## src/common/pct_pkg.sv

```systemverilog
// Purpose: Shared constants and types for the cable test and power block
// Assumes: 100 MHz system clock, 16-bit management registers
// Notes:   Register numbers are 5-bit management addresses
package pct_pkg;

	// ----------------------------------------------------------------
	// Register numbers
	// ----------------------------------------------------------------
	localparam logic [4:0] REG_BASIC_CTRL  = 5'h00;
	localparam logic [4:0] REG_DIGI_CTRL   = 5'h10;
	localparam logic [4:0] REG_AFE_CTRL    = 5'h11;
	localparam logic [4:0] REG_OPMODE_OVR  = 5'h16;
	localparam logic [4:0] REG_EXP_CTRL    = 5'h18;
	localparam logic [4:0] REG_CABLE_TEST  = 5'h1d;
	localparam logic [4:0] REG_PHY_CTRL2   = 5'h1f;

	// ----------------------------------------------------------------
	// Field positions
	// ----------------------------------------------------------------
	localparam int BIT_SW_RESET  = 15;
	localparam int BIT_AN_EN     = 12;
	localparam int BIT_PWR_DOWN  = 11;
	localparam int BIT_PLL_OFF   = 4;
	localparam int BIT_SLOW_OSC  = 5;
	localparam int BIT_BCAST_OFF = 9;
	localparam int BIT_NAND_EN   = 5;
	localparam int BIT_ENERGY_DETECT_POWER_DOWN_DIS  = 11;
	localparam int BIT_CT_START  = 15;
	localparam int CT_RES_LSB    = 13;
	localparam int CT_DIST_MSB   = 8;
	localparam int BIT_MDIX_SEL  = 14;
	localparam int BIT_AMDIX_DIS = 13;
	localparam int BIT_PWR_SAVE  = 10;

	// ----------------------------------------------------------------
	// Values after reset
	// ----------------------------------------------------------------
	localparam logic RST_AN_EN    = 1'h1;
	localparam logic RST_ENERGY_DETECT_POWER_DOWN_DIS = 1'h1;

	// ----------------------------------------------------------------
	// Cable test outcome codes and distance range
	// ----------------------------------------------------------------
	localparam logic [1:0] CT_NORMAL  = 2'h0;
	localparam logic [1:0] CT_OPEN    = 2'h1;
	localparam logic [1:0] CT_SHORT   = 2'h2;
	localparam logic [1:0] CT_INVALID = 2'h3;
	localparam logic [8:0] DIST_MAX   = 9'h1ff;

	// ----------------------------------------------------------------
	// Management frame layout
	// ----------------------------------------------------------------
	localparam logic [5:0] PREAMBLE_LEN = 6'h20;
	localparam logic [4:0] HDR_LAST     = 5'h0c;
	localparam logic [4:0] DATA_LAST    = 5'h0f;
	localparam logic [4:0] DATA_BITS    = 5'h10;
	localparam logic [1:0] OP_READ      = 2'h2;
	localparam logic [1:0] OP_WRITE     = 2'h1;

	// ----------------------------------------------------------------
	// Timing
	// ----------------------------------------------------------------
	localparam int CLK_PERIOD_NS   = 10;
	localparam int TDR_PULSE_NS    = 40;
	localparam int TDR_PULSE_CYC   =
		(TDR_PULSE_NS + CLK_PERIOD_NS - 1) / CLK_PERIOD_NS;
	localparam int SILENCE_WAIT_US = 2000;
	localparam int SILENCE_CYC     =
		SILENCE_WAIT_US * 1000 / CLK_PERIOD_NS;
	localparam int LP_INTERVAL_US  = 16000;
	localparam int LP_CYC          =
		LP_INTERVAL_US * 1000 / CLK_PERIOD_NS;

	// ----------------------------------------------------------------
	// State types
	// ----------------------------------------------------------------
	typedef enum logic [2:0] {
		MS_IDLE, MS_HDR, MS_TA, MS_RD, MS_WTA, MS_WR
	} pct_mstate_t;

	typedef enum logic [1:0] {
		CS_IDLE, CS_SILENCE, CS_PULSE, CS_LISTEN
	} pct_cstate_t;

endpackage

```

## src/pct_cable_engine.sv

```systemverilog
// Purpose: Reflectometry run sequencer: silence, pulse, listen, report
// Assumes: Echo inputs already synchronised by the caller
// Notes:   Results change only when a run finishes
`timescale 1ns/1ps
`default_nettype none
module pct_cable_engine #(
	parameter int unsigned SILENCE_CYC = pct_pkg::SILENCE_CYC
) (
	input  wire logic       i_clk_sys,
	input  wire logic       i_rst_n,
	input  wire logic       i_start,
	input  wire logic       i_partner_quiet,
	input  wire logic       i_echo_seen,
	input  wire logic       i_echo_short,
	output logic            o_busy,
	output logic            o_quiet_req,
	output logic            o_pulse,
	output logic [1:0]      o_result,
	output logic [8:0]      o_distance
);

	pct_pkg::pct_cstate_t st_q;
	logic [31:0]          tmr_q;
	logic [8:0]           dcnt_q;

	// ----------------------------------------------------------------
	// Run sequencer
	// ----------------------------------------------------------------
	// Results are written only on the finishing cycle, never mid-run
	always_ff @(posedge i_clk_sys) begin
		if (!i_rst_n) begin
			st_q        <= pct_pkg::CS_IDLE;
			tmr_q       <= 32'h0;
			dcnt_q      <= 9'h0;
			o_busy      <= 1'b0;
			o_quiet_req <= 1'b0;
			o_pulse     <= 1'b0;
			o_result    <= pct_pkg::CT_NORMAL;
			o_distance  <= 9'h0;
		end else begin
			case (st_q)
			pct_pkg::CS_IDLE: begin
				if (i_start) begin
					st_q        <= pct_pkg::CS_SILENCE;
					tmr_q       <= 32'h0;
					o_busy      <= 1'b1;
					o_quiet_req <= 1'b1;
				end
			end
			pct_pkg::CS_SILENCE: begin
				if (i_partner_quiet) begin
					st_q    <= pct_pkg::CS_PULSE;
					tmr_q   <= 32'h0;
					o_pulse <= 1'b1;
				end else if (tmr_q == 32'(SILENCE_CYC - 1)) begin
					// Foreign energy would be mistaken for an echo
					o_result    <= pct_pkg::CT_INVALID;
					o_distance  <= 9'h0;
					o_busy      <= 1'b0;
					o_quiet_req <= 1'b0;
					st_q        <= pct_pkg::CS_IDLE;
				end else begin
					tmr_q <= tmr_q + 32'h1;
				end
			end
			pct_pkg::CS_PULSE: begin
				// Fixed width pulse onto the chosen pair
				if (tmr_q == 32'(pct_pkg::TDR_PULSE_CYC - 1)) begin
					o_pulse <= 1'b0;
					dcnt_q  <= 9'h0;
					st_q    <= pct_pkg::CS_LISTEN;
				end else begin
					tmr_q <= tmr_q + 32'h1;
				end
			end
			pct_pkg::CS_LISTEN: begin
				// Delay to the echo is the distance count
				if (i_echo_seen || dcnt_q == pct_pkg::DIST_MAX) begin
					o_result    <= !i_echo_seen ? pct_pkg::CT_NORMAL :
						i_echo_short ? pct_pkg::CT_SHORT :
						pct_pkg::CT_OPEN;
					o_distance  <= dcnt_q;
					o_busy      <= 1'b0;
					o_quiet_req <= 1'b0;
					st_q        <= pct_pkg::CS_IDLE;
				end else begin
					dcnt_q <= dcnt_q + 9'h1;
				end
			end
			default: begin
				st_q <= pct_pkg::CS_IDLE;
			end
			endcase
		end
	end

endmodule
`default_nettype wire

```

## src/pct_top.sv

```systemverilog
// Purpose: Cable test, connectivity chain and power modes behind MDC/MDIO
// Assumes: MDC and all pins are asynchronous to i_clk_sys
// Notes:   MDC must stay well below a quarter of the system clock
`timescale 1ns/1ps
`default_nettype none
module pct_top #(
	parameter int unsigned SILENCE_CYC = pct_pkg::SILENCE_CYC,
	parameter int unsigned LP_CYC      = pct_pkg::LP_CYC
) (
	input  wire logic       i_clk_sys,
	input  wire logic       i_rst_n,
	input  wire logic       i_mdc,
	input  wire logic       i_mdio,
	output logic            o_mdio_out,
	output logic            o_mdio_oe,
	input  wire logic [2:0] i_strap_phy_address,
	input  wire logic       i_rxd1,
	input  wire logic       i_rxd0,
	input  wire logic       i_crs_dv,
	input  wire logic       i_ref_clk,
	input  wire logic       i_interrupt_out_pin,
	input  wire logic       i_txen,
	input  wire logic       i_status_light_out_0,
	input  wire logic       i_txd0,
	input  wire logic       i_link_up,
	input  wire logic       i_partner_quiet,
	input  wire logic       i_echo_seen,
	input  wire logic       i_echo_short,
	output logic            o_nand_out,
	output logic            o_nand_mode,
	output logic            o_quiet_req,
	output logic            o_tdr_pulse,
	output logic            o_pwr_save,
	output logic            o_energy_detect_power_down_active,
	output logic            o_pll_stop,
	output logic            o_power_down,
	output logic            o_slow_osc,
	output logic            o_mdix_forced,
	output logic            o_pair_crossed,
	output logic            o_link_pulse
);

	// ----------------------------------------------------------------
	// Pin synchronisers
	// ----------------------------------------------------------------
	localparam int NSYNC = 15;
	logic [NSYNC-1:0] pin_raw;
	logic [NSYNC-1:0] meta_q;
	logic [NSYNC-1:0] sync_q;
	logic [10:0]      chain;

	// Bits 0..9 are the chain inputs in test order
	assign pin_raw = {i_strap_phy_address, i_echo_short, i_echo_seen,
		i_txd0, i_status_light_out_0, i_txen, i_interrupt_out_pin,
		i_ref_clk, i_crs_dv, i_rxd0, i_rxd1, i_mdc, i_mdio};

	// Two stages per pin; chain inputs feed NAND stage by stage
	assign chain[0] = 1'b1;
	genvar g;
	generate
		for (g = 0; g < NSYNC; g++) begin : g_sync
			always_ff @(posedge i_clk_sys) begin
				meta_q[g] <= pin_raw[g];
				sync_q[g] <= meta_q[g];
			end
		end
		for (g = 0; g < 10; g++) begin : g_chain
			// A low input forces its stage high, so each flips the end
			assign chain[g+1] = ~(sync_q[g] & chain[g]);
		end
	endgenerate

	logic mdio_s;
	logic mdc_s;
	logic mdc_prev_q;
	logic mdc_rise;
	assign mdio_s   = sync_q[0];
	assign mdc_s    = sync_q[1];
	assign mdc_rise = mdc_s & ~mdc_prev_q;

	// ----------------------------------------------------------------
	// Address strap capture
	// ----------------------------------------------------------------
	logic [2:0] strap_q;
	logic       strap_done_q;
	always_ff @(posedge i_clk_sys) begin
		if (!i_rst_n) begin
			strap_q      <= 3'h0;
			strap_done_q <= 1'b0;
		end else if (!strap_done_q) begin
			strap_q      <= sync_q[14:12];
			strap_done_q <= 1'b1;
		end
	end

	// ----------------------------------------------------------------
	// Register bits
	// ----------------------------------------------------------------
	logic an_en_q, pd_q, pll_off_q, slow_osc_q, bcast_off_q;
	logic nand_en_q, energy_detect_power_down_dis_q, mdix_sel_q, amdix_dis_q, pwr_save_q;
	logic       wr_stb_q;
	logic [4:0] reg_addr_q;
	logic [15:0] wr_data_q;
	logic       ct_start_q;
	logic       ct_busy;
	logic [1:0] ct_result;
	logic [8:0] ct_dist;

	// Soft reset restores every default and reads back as zero
	always_ff @(posedge i_clk_sys) begin
		if (!i_rst_n || (wr_stb_q && reg_addr_q == pct_pkg::REG_BASIC_CTRL
			&& wr_data_q[pct_pkg::BIT_SW_RESET])) begin
			an_en_q     <= pct_pkg::RST_AN_EN;
			pd_q        <= 1'b0;
			pll_off_q   <= 1'b0;
			slow_osc_q  <= 1'b0;
			bcast_off_q <= 1'b0;
			nand_en_q   <= 1'b0;
			energy_detect_power_down_dis_q  <= pct_pkg::RST_ENERGY_DETECT_POWER_DOWN_DIS;
			mdix_sel_q  <= 1'b0;
			amdix_dis_q <= 1'b0;
			pwr_save_q  <= 1'b0;
		end else if (wr_stb_q) begin
			case (reg_addr_q)
			pct_pkg::REG_BASIC_CTRL: begin
				an_en_q <= wr_data_q[pct_pkg::BIT_AN_EN];
				pd_q    <= wr_data_q[pct_pkg::BIT_PWR_DOWN];
			end
			pct_pkg::REG_DIGI_CTRL:
				pll_off_q <= wr_data_q[pct_pkg::BIT_PLL_OFF];
			pct_pkg::REG_AFE_CTRL:
				slow_osc_q <= wr_data_q[pct_pkg::BIT_SLOW_OSC];
			pct_pkg::REG_OPMODE_OVR: begin
				bcast_off_q <= wr_data_q[pct_pkg::BIT_BCAST_OFF];
				nand_en_q   <= wr_data_q[pct_pkg::BIT_NAND_EN];
			end
			pct_pkg::REG_EXP_CTRL:
				energy_detect_power_down_dis_q <= wr_data_q[pct_pkg::BIT_ENERGY_DETECT_POWER_DOWN_DIS];
			pct_pkg::REG_PHY_CTRL2: begin
				mdix_sel_q  <= wr_data_q[pct_pkg::BIT_MDIX_SEL];
				amdix_dis_q <= wr_data_q[pct_pkg::BIT_AMDIX_DIS];
				pwr_save_q  <= wr_data_q[pct_pkg::BIT_PWR_SAVE];
			end
			default: begin
			end
			endcase
		end
	end

	// Run launch; ignored while running or powered down
	always_ff @(posedge i_clk_sys) begin
		if (!i_rst_n) begin
			ct_start_q <= 1'b0;
		end else begin
			ct_start_q <= wr_stb_q && reg_addr_q == pct_pkg::REG_CABLE_TEST
				&& wr_data_q[pct_pkg::BIT_CT_START] && !ct_busy
				&& !ct_start_q && !pd_q;
		end
	end

	// Read view; start bit shows the run in flight
	logic [15:0] rdata;
	always_comb begin
		rdata = 16'h0;
		case (reg_addr_q)
		pct_pkg::REG_BASIC_CTRL: begin
			rdata[pct_pkg::BIT_AN_EN]    = an_en_q;
			rdata[pct_pkg::BIT_PWR_DOWN] = pd_q;
		end
		pct_pkg::REG_DIGI_CTRL:  rdata[pct_pkg::BIT_PLL_OFF]  = pll_off_q;
		pct_pkg::REG_AFE_CTRL:   rdata[pct_pkg::BIT_SLOW_OSC] = slow_osc_q;
		pct_pkg::REG_OPMODE_OVR: begin
			rdata[pct_pkg::BIT_BCAST_OFF] = bcast_off_q;
			rdata[pct_pkg::BIT_NAND_EN]   = nand_en_q;
		end
		pct_pkg::REG_EXP_CTRL:   rdata[pct_pkg::BIT_ENERGY_DETECT_POWER_DOWN_DIS] = energy_detect_power_down_dis_q;
		pct_pkg::REG_CABLE_TEST: begin
			rdata[pct_pkg::BIT_CT_START] = ct_busy | ct_start_q;
			rdata[pct_pkg::CT_RES_LSB +: 2] = ct_result;
			rdata[pct_pkg::CT_DIST_MSB:0]   = ct_dist;
		end
		pct_pkg::REG_PHY_CTRL2: begin
			rdata[pct_pkg::BIT_MDIX_SEL]  = mdix_sel_q;
			rdata[pct_pkg::BIT_AMDIX_DIS] = amdix_dis_q;
			rdata[pct_pkg::BIT_PWR_SAVE]  = pwr_save_q;
		end
		default: rdata = 16'h0;
		endcase
	end

	// ----------------------------------------------------------------
	// Management frame engine
	// ----------------------------------------------------------------
	pct_pkg::pct_mstate_t mst_q;
	logic [5:0]  ones_q;
	logic [4:0]  cnt_q;
	logic [15:0] sh_q;
	logic [15:0] sh_n;
	logic        addr_hit;
	assign sh_n     = {sh_q[14:0], mdio_s};
	assign addr_hit = (sh_n[9:5] == {2'h0, strap_q})
		|| (sh_n[9:5] == 5'h0 && !bcast_off_q);

	// Bits are taken on MDC rise; read data changes just after a rise
	always_ff @(posedge i_clk_sys) begin
		if (!i_rst_n) begin
			mst_q      <= pct_pkg::MS_IDLE;
			mdc_prev_q <= 1'b1; // Idle MDC is high: no false rise
			ones_q     <= 6'h0;
			cnt_q      <= 5'h0;
			sh_q       <= 16'h0;
			reg_addr_q <= 5'h0;
			wr_stb_q   <= 1'b0;
			wr_data_q  <= 16'h0;
			o_mdio_out <= 1'b0;
			o_mdio_oe  <= 1'b0;
		end else begin
			mdc_prev_q <= mdc_s;
			wr_stb_q   <= 1'b0;
			if (mdc_rise) begin
				case (mst_q)
				pct_pkg::MS_IDLE: begin
					cnt_q <= 5'h0;
					if (mdio_s) begin
						if (ones_q != pct_pkg::PREAMBLE_LEN)
							ones_q <= ones_q + 6'h1;
					end else begin
						ones_q <= 6'h0;
						if (ones_q == pct_pkg::PREAMBLE_LEN)
							mst_q <= pct_pkg::MS_HDR;
					end
				end
				pct_pkg::MS_HDR: begin
					sh_q  <= sh_n;
					cnt_q <= cnt_q + 5'h1;
					if (cnt_q == pct_pkg::HDR_LAST) begin
						reg_addr_q <= sh_n[4:0];
						cnt_q      <= 5'h0;
						if (!sh_n[12] || !addr_hit)
							mst_q <= pct_pkg::MS_IDLE;
						else if (sh_n[11:10] == pct_pkg::OP_READ)
							mst_q <= pct_pkg::MS_TA;
						else if (sh_n[11:10] == pct_pkg::OP_WRITE)
							mst_q <= pct_pkg::MS_WTA;
						else
							mst_q <= pct_pkg::MS_IDLE;
					end
				end
				pct_pkg::MS_TA: begin
					o_mdio_oe  <= 1'b1;
					o_mdio_out <= 1'b0;
					sh_q       <= rdata;
					mst_q      <= pct_pkg::MS_RD;
				end
				pct_pkg::MS_RD: begin
					if (cnt_q == pct_pkg::DATA_BITS) begin
						o_mdio_oe <= 1'b0;
						mst_q     <= pct_pkg::MS_IDLE;
					end else begin
						o_mdio_out <= sh_q[15];
						sh_q       <= {sh_q[14:0], 1'b0};
						cnt_q      <= cnt_q + 5'h1;
					end
				end
				pct_pkg::MS_WTA: begin
					cnt_q <= cnt_q + 5'h1;
					if (cnt_q != 5'h0) begin
						cnt_q <= 5'h0;
						mst_q <= pct_pkg::MS_WR;
					end
				end
				pct_pkg::MS_WR: begin
					sh_q  <= sh_n;
					cnt_q <= cnt_q + 5'h1;
					if (cnt_q == pct_pkg::DATA_LAST) begin
						wr_data_q <= sh_n;
						wr_stb_q  <= 1'b1;
						mst_q     <= pct_pkg::MS_IDLE;
					end
				end
				default: mst_q <= pct_pkg::MS_IDLE;
				endcase
			end
		end
	end

	// ----------------------------------------------------------------
	// Cable run sequencer
	// ----------------------------------------------------------------
	pct_cable_engine #(
		.SILENCE_CYC(SILENCE_CYC)
	) u_engine (
		.i_clk_sys      (i_clk_sys),
		.i_rst_n        (i_rst_n),
		.i_start        (ct_start_q),
		.i_partner_quiet(i_partner_quiet),
		.i_echo_seen    (sync_q[10]),
		.i_echo_short   (sync_q[11]),
		.o_busy         (ct_busy),
		.o_quiet_req    (o_quiet_req),
		.o_pulse        (o_tdr_pulse),
		.o_result       (ct_result),
		.o_distance     (ct_dist)
	);

	// ----------------------------------------------------------------
	// Power modes, pair forcing and chain output
	// ----------------------------------------------------------------
	logic        idle_link;
	logic [31:0] lp_cnt_q;
	assign idle_link = an_en_q & ~i_link_up & ~pd_q;

	// Registered so every mode pin is glitch free
	always_ff @(posedge i_clk_sys) begin
		if (!i_rst_n) begin
			o_pwr_save     <= 1'b0;
			o_energy_detect_power_down_active  <= 1'b0;
			o_pll_stop     <= 1'b0;
			o_power_down   <= 1'b0;
			o_slow_osc     <= 1'b0;
			o_mdix_forced  <= 1'b0;
			o_pair_crossed <= 1'b0;
			o_nand_mode    <= 1'b0;
			o_nand_out     <= 1'b0;
		end else begin
			o_pwr_save     <= pwr_save_q & idle_link;
			o_energy_detect_power_down_active  <= ~energy_detect_power_down_dis_q & idle_link;
			o_pll_stop     <= ~energy_detect_power_down_dis_q & idle_link & pll_off_q;
			o_power_down   <= pd_q;
			o_slow_osc     <= slow_osc_q;
			o_mdix_forced  <= amdix_dis_q;
			o_pair_crossed <= amdix_dis_q & ~mdix_sel_q;
			o_nand_mode    <= nand_en_q;
			o_nand_out     <= nand_en_q & chain[10];
		end
	end

	// Wake-up pulses so two sleeping ends can still find each other
	always_ff @(posedge i_clk_sys) begin
		if (!i_rst_n || !o_energy_detect_power_down_active) begin
			lp_cnt_q     <= 32'h0;
			o_link_pulse <= 1'b0;
		end else begin
			o_link_pulse <= (lp_cnt_q == 32'(LP_CYC - 1));
			lp_cnt_q     <= (lp_cnt_q == 32'(LP_CYC - 1)) ? 32'h0 :
				lp_cnt_q + 32'h1;
		end
	end

endmodule
`default_nettype wire

```

## config.mk

```make
export PLATFORM = sky130hd
export DESIGN_NAME = pct_top
export DESIGN_NICKNAME = d
export VERILOG_FILES = /design/src/common/pct_pkg.sv /design/src/pct_cable_engine.sv /design/src/pct_top.sv
export SDC_FILE = /design/constraint.sdc
export NUM_CORES = 1
export LEC_CHECK = 0
export CORE_ASPECT_RATIO = 1.25
export CORE_MARGIN = 5
export CORE_UTILIZATION = 35
export CTS_CLUSTER_DIAMETER = 60
export CTS_CLUSTER_SIZE = 25
export DETAILED_ROUTE_END_ITERATION = 16
export DONT_BUFFER_PORTS = 1
export GPL_ROUTABILITY_DRIVEN = 0
export PLACE_DENSITY = 0.54
export SLEW_MARGIN = 10
export SYNTH_ARGS = -nofsm -noshare
export SYNTH_HDL_FRONTEND = slang
export SYNTH_SLANG_ARGS = --single-unit
```

## constraint.sdc

```tcl
create_clock -name i_clk_sys -period 3.1 [get_ports i_clk_sys]
set_input_delay 0 -clock i_clk_sys [delete_from_list [all_inputs] [get_ports i_clk_sys]]
set_output_delay 0 -clock i_clk_sys [all_outputs]
set_load 0.1 [all_outputs]
```

Word level (Yosys, flattened, before mapping):

Cells that the tools add are included.

* order comparisons: 0
* eq/ne operators: 44
* add/subtract/negate cells: 5
* multiply operators: 0
* multiplexer cells: 66
* divide/modulo/power cells: 0
* reductions and logical operators: 57
* shift-type cells: 0
* bitwise logic cells: 33

Operator list (number)
* two-way mux 32 bit: 4
* case mux 32 bit (3 select lines): 1
* adder 32 x 1 -> 32 bit, second input constant: 2
* case mux 16 bit (3 select lines): 1
* two-way mux 9 bit: 5
* case mux 9 bit (2 select lines): 2
* equality test 5 bit, second input constant: 7
* equality test 32 x 18 -> 1 bit, second input constant: 1
* equality test 32 x 2 -> 1 bit, second input constant: 1
* equality test 32 x 21 -> 1 bit, second input constant: 1
* two-way mux 3 bit: 10
* AND reduction 3 bit: 10
* case mux 5 bit (5 select lines): 1
* inequality test 2 bit, second input constant: 12
* two-way mux 2 bit: 10
* case mux 3 bit (6 select lines): 1
* bitwise AND 1 bit: 17
* two-way mux 16 bit: 1
* two-way mux 5 bit: 3
* NOT 1 bit: 15
* two-way mux 1 bit: 14
* two-way mux 6 bit: 2
* AND reduction 2 bit: 6
* AND reduction 4 bit: 3
* 34 further kinds: 75

* bits in writable memories: 0
* memories kept: 0
* output and inout bits: 14
* register bits after elaboration: 198
* bits in read-only memories: 0
* bits in latches: 0
* input bits: 19

Longest topological paths before layout:

* depth in word-level cells: 20
* mapped depth: 11
* gate-level depth less buffers: 11

Hierarchy:

From an unflattened synthesis, not the netlist that was laid out.

* cells, all modules: 987
* area total of the unflattened synthesis: 8936.1 µm²

Modules (own cells, without submodules)
* pct_top: cells each 568, times used 1, area an instance 5437.7 µm²
* pct_cable_engine: cells each 419, times used 1, area an instance 3498.4 µm²

Worst setup path before layout:

OpenSTA, ideal clock, no wires.

* kind: reg2reg
* from: register u_engine.st_q[0]
* to: register u_engine.tmr_q[8]
* stages on the path, launching flop included: 9
* data required time: 3.029 ns
* setup time: 0.071 ns
* slack: 0.897 ns
* data arrival time: 2.132 ns
* cells stage by stage: dfxtp_1 inv_1 ha_1 buf_2 o31ai_1 buf_2 clkbuf_1 o21ai_0 a21oi_1

* word-level cells in the longest chain between the ends: 3

Ends and longest elaborated chain
* start: declaration: RTL line pct_cable_engine.sv:22 `pct_pkg::pct_cstate_t st_q;`
* start signal: assignment: RTL line pct_cable_engine.sv:32 `st_q <= pct_pkg::CS_IDLE;`
* start signal: assignment: RTL line pct_cable_engine.sv:44 `st_q <= pct_pkg::CS_SILENCE;`
* start signal: assignment: RTL line pct_cable_engine.sv:52 `st_q <= pct_pkg::CS_PULSE;`
* equality test 2 x 1 -> 1 bit (tied with other cells): RTL line pct_cable_engine.sv:41 `case (st_q)`
* inequality test 3 bit (no source line) (tied with other cells)
* AND reduction 4 bit (no source line)
* end signal: assignment: RTL line pct_cable_engine.sv:63 `tmr_q <= tmr_q + 32'h1;`
* end signal: assignment: RTL line pct_cable_engine.sv:73 `tmr_q <= tmr_q + 32'h1;`
* end: declaration: RTL line pct_cable_engine.sv:23 `logic [31:0] tmr_q;`

Parallel ways exist; a longest one is shown, timed or not.
A chain may end at the register's enable or synchronous reset.

Worst setup path in the final report:

* from: register u_engine.tmr_q[0]
* to: register u_engine.tmr_q[14]

* word-level cells in the longest chain between the ends: 4

Ends and longest elaborated chain
* adder 32 x 1 -> 32 bit: RTL line pct_cable_engine.sv:63, pct_cable_engine.sv:73
* two-way mux 32 bit: RTL line pct_cable_engine.sv:55 `end else if (tmr_q == 32'(SILENCE_CYC - 1)) begin`
* two-way mux 32 bit: RTL line pct_cable_engine.sv:51 `if (i_partner_quiet) begin`
* case mux 32 bit (3 select lines): RTL line pct_cable_engine.sv:41

Parallel ways exist; a longest one is shown, timed or not. The select of a mux whose other input is x is not followed.

==> qor.csv <==
metric,value,unit
"EDFF count, synth",0,
antenna violations before repair,1,
Fin. Hold Viols,0,
most area-hungry cell type in the Yosys netlist,dfxtp_1,
total power,4.77,mW
Routed Antenna Nets,0,
area fraction of the dominant cell type after synthesis,46.1,%
clock skew,12.2,ps
Post-Syn Area per Cell,8.98,um^2
"commonest non-fill, non-tap cell in the layout",dfxtp_1,
max-cap violations,0,
critical path type,flop to flop,
per-cell routed wire length,15.3,um
"Seq/Total Area, Yosys",46.1,%
Via density,5.30,
"CTS clk-pin slew, worst paths",80,ps
Final Cycle Share,79.1,%
Tightest Pin Transition,977,ps
gr usage total,14.5,%
status,"finished, final reports clean",
final non-filler cell total,1251,
worst IR drop on VDD,0.000367,V
fin. max-slew vios,0,
PwrDens,504,mW/mm^2
Die W,148,um
Synth area leaders,"dfxtp_1 (46%), nor2_1 (5.9%), nand2_1 (3.2%), nand3_1 (2.9%), xor2_1 (2.7%)",
Post-Route WL,19200,um
worst setup path end,u_engine.tmr_q[14]$_SDFFE_PN0P_,
IO buf count,0,
share of synthesized registers carrying an async set or reset,0,%
Synth Register Bits,191,
relative slew slack,34.8,%
Filler cells,2373,
Synth cell types,72,
r2r setup slk,650,ps
most frequent cells in the layout,"dfxtp_1 (191), nor2_1 (130), nand2_1 (70), nand3_1 (48), a21oi_1 (42)",
DRC violations left,0,
initial core utilization,35.2,%
R2R depth,8,
Layout area overhead,14.3,%
gr ovfl total,0,
first-pass GRT wire length,32500,um
leakage,3.15,nW
Worst Path Max Fanout,28,
hpwl dp,13100,um
Iteration-0 DRC Markers,313,
root buf cell,clkbuf_16,
final critical-path required period,2450,ps
Syn Std Cell Area,0.00829,mm^2
Synth Warn #,0,
# clock sinks,191,
pin count of the biggest net entering global routing,36,
Synthesized Nets,955,
Worst R2R End,u_engine.tmr_q[14]$_SDFFE_PN0P_,
clock latency on the worst-skew pair,430,ps
vias,6625,
layout cell share with drive strength beyond 1,8.46,%
worst path arrival time,2780,ps
Post-CTS Setup Bufs,0,
CP startpoint kind,flop,
final setup TNS,0,ps
Setup-failing EPs final,0,
Highest Clock Rate,408,MHz
DRT Pass-1 Iters,5,
total CTS buffers,17,
die height,182,um
Nets,976,
# rows,63,
RSZ-0062 raised after global routing,no,
RR Startpoint,u_engine.tmr_q[0]$_SDFFE_PN0P_,
Worst EP required,3430,ps
Cells after DPL,1198,
CTS max path bufs,2,
Boundary Pins,33,
CP Launch Point,u_engine.tmr_q[0]$_SDFFE_PN0P_,
vias in the first global route,6363,
Syn Inst Count,923,
crit path capture type,flop,
core footprint,0.0236,mm^2
CTS tree,built,
prevailing post-synth register cell,dfxtp_1,
Die Area,0.0269,mm^2
Hold Crit Class,input port to flop,
H-tree levels,4,
-- what timing repair did --
| item | 4_1_cts | 5_1_grt |
|---|---|---|
| gates resized for setup | 0 | 0 |
| hold buffers | 19 | 0 |
| hold endpoints to repair | 95 | 0 |
-- where the power goes --
group / switching (mW) / internal [mW]
clock network: 1.05 / 1.16
logic: 0.0464 / 0.0324
registers: 0.0112 / 2.48
-- layout make-up --
class | count | area [um^2] | area share, %
Antenna cell | 2 | 5.00 | 0.0528
Clock buffer | 17 | 425 | 4.49
Clock inverter | 15 | 173 | 1.82
Inverter | 24 | 90.1 | 0.950
Multi-Input combinational cell | 669 | 4220 | 44.5
Sequential cell | 191 | 3820 | 40.3
Tap cell | 292 | 365 | 3.85
Timing Repair Buffer | 41 | 378 | 3.99
-- worst max-delay path: stages (launching register included) --
cell     delay [ps]
dfxtp_1         400
ha_1            250
and3_1          240
nand3_2         120
or3_4           400
a21oi_4         440
buf_12          240
nor4_1           70
o21a_1          170
-- worst min path at each step --
| stage | from | end | slack (ps) | cells past startpoint |
|---|---|---|---|---|
| after floorplan | i_mdio | meta_q[0]$_DFF_P_ | 30 | 0 |
| after global placement | i_strap_phy_address[0] | meta_q[12]$_DFF_P_ | 30 | 0 |
| after detailed placement | i_strap_phy_address[2] | meta_q[14]$_DFF_P_ | 30 | 0 |
| after CTS | i_rst_n | lp_cnt_q[0]$_SDFF_PP0_ | 8 | 3 |
| after global routing | i_rst_n | lp_cnt_q[26]$_SDFF_PP0_ | 30 | 3 |
| final | i_rst_n | lp_cnt_q[26]$_SDFF_PP0_ | 10 | 3 |
-- per-layer routing --
layer	wire length [um]	global-route usage [%]	up-vias
met2	9630	25.1	92
li1	-	-	3380
met5	0	0	-
met3	521	2.41	19
met4	348	5.59	0
met1	8650	18.2	3134
-- kinds of logic after synthesis --
kind of cell | count (synthesis) | synth area share, %
buffers and inverters | 63 | 3.33
AOI/OAI and AO/OA | 161 | 13.6
DFF | 191 | 46.1
adders and majority gates | 13 | 1.96
and+or+nand+nor | 425 | 27.2
muxes | 22 | 2.66
xor gates and xnor gates | 48 | 5.07
-- cell usage after synthesis (4+ instances only) --
master / count
nor3_1: 19
o21ai_1: 8
nand4_1: 24
nor2b_1: 7
nor4_1: 21
a22o_1: 9
o21ai_0: 14
xor2_1: 26
o211ai_1: 11
dfxtp_1: 191
nand4b_1: 4
nand2_1: 70
a221oi_1: 6
mux2i_1: 22
nor2_1: 130
xnor2_1: 22
ha_1: 13
a311oi_1: 6
nand3b_1: 10
nand3_1: 48
and3_1: 9
nand2b_1: 11
clkbuf_1: 27
or3_1: 10
a31oi_1: 4
or4_1: 13
nor4b_1: 7
and2_1: 10
buf_6: 4
o31a_1: 6
a21oi_1: 42
o21a_1: 10
inv_1: 23
buf_2: 8
o31ai_1: 12
and4_1: 6
-- metrics by stage --
| step | area, um^2 | util, % | setup slack, ps | hold WS [ps] |
|---|---|---|---|---|
| detailed placement | 8670 | 36.8 | 654 | 27.8 |
| global placement | 8670 | 36.8 | 705 | 27.8 |
| CTS | 9470 | 40.2 | 643 | 7.57 |
| global route | 9480 | 40.2 | 442 | 29.1 |
| floorplan | 8290 | - | 897 | 27.7 |
| finish | 9480 | 40.2 | 648 | 13.0 |
-- flip-flops by register name, summed over array words and instances (netlist names), 2 cells and up, named ones only --
register             count
cnt_q                    5
lp_cnt_q                32
meta_q                  15
mst_q                    3
ones_q                   6
reg_addr_q               5
sh_q                    16
strap_q                  3
sync_q                  13
u_engine.dcnt_q          9
u_engine.o_distance      9
u_engine.o_result        2
u_engine.tmr_q          32
wr_data_q                9
Note: power is estimated with default switching activity, not from simulation.
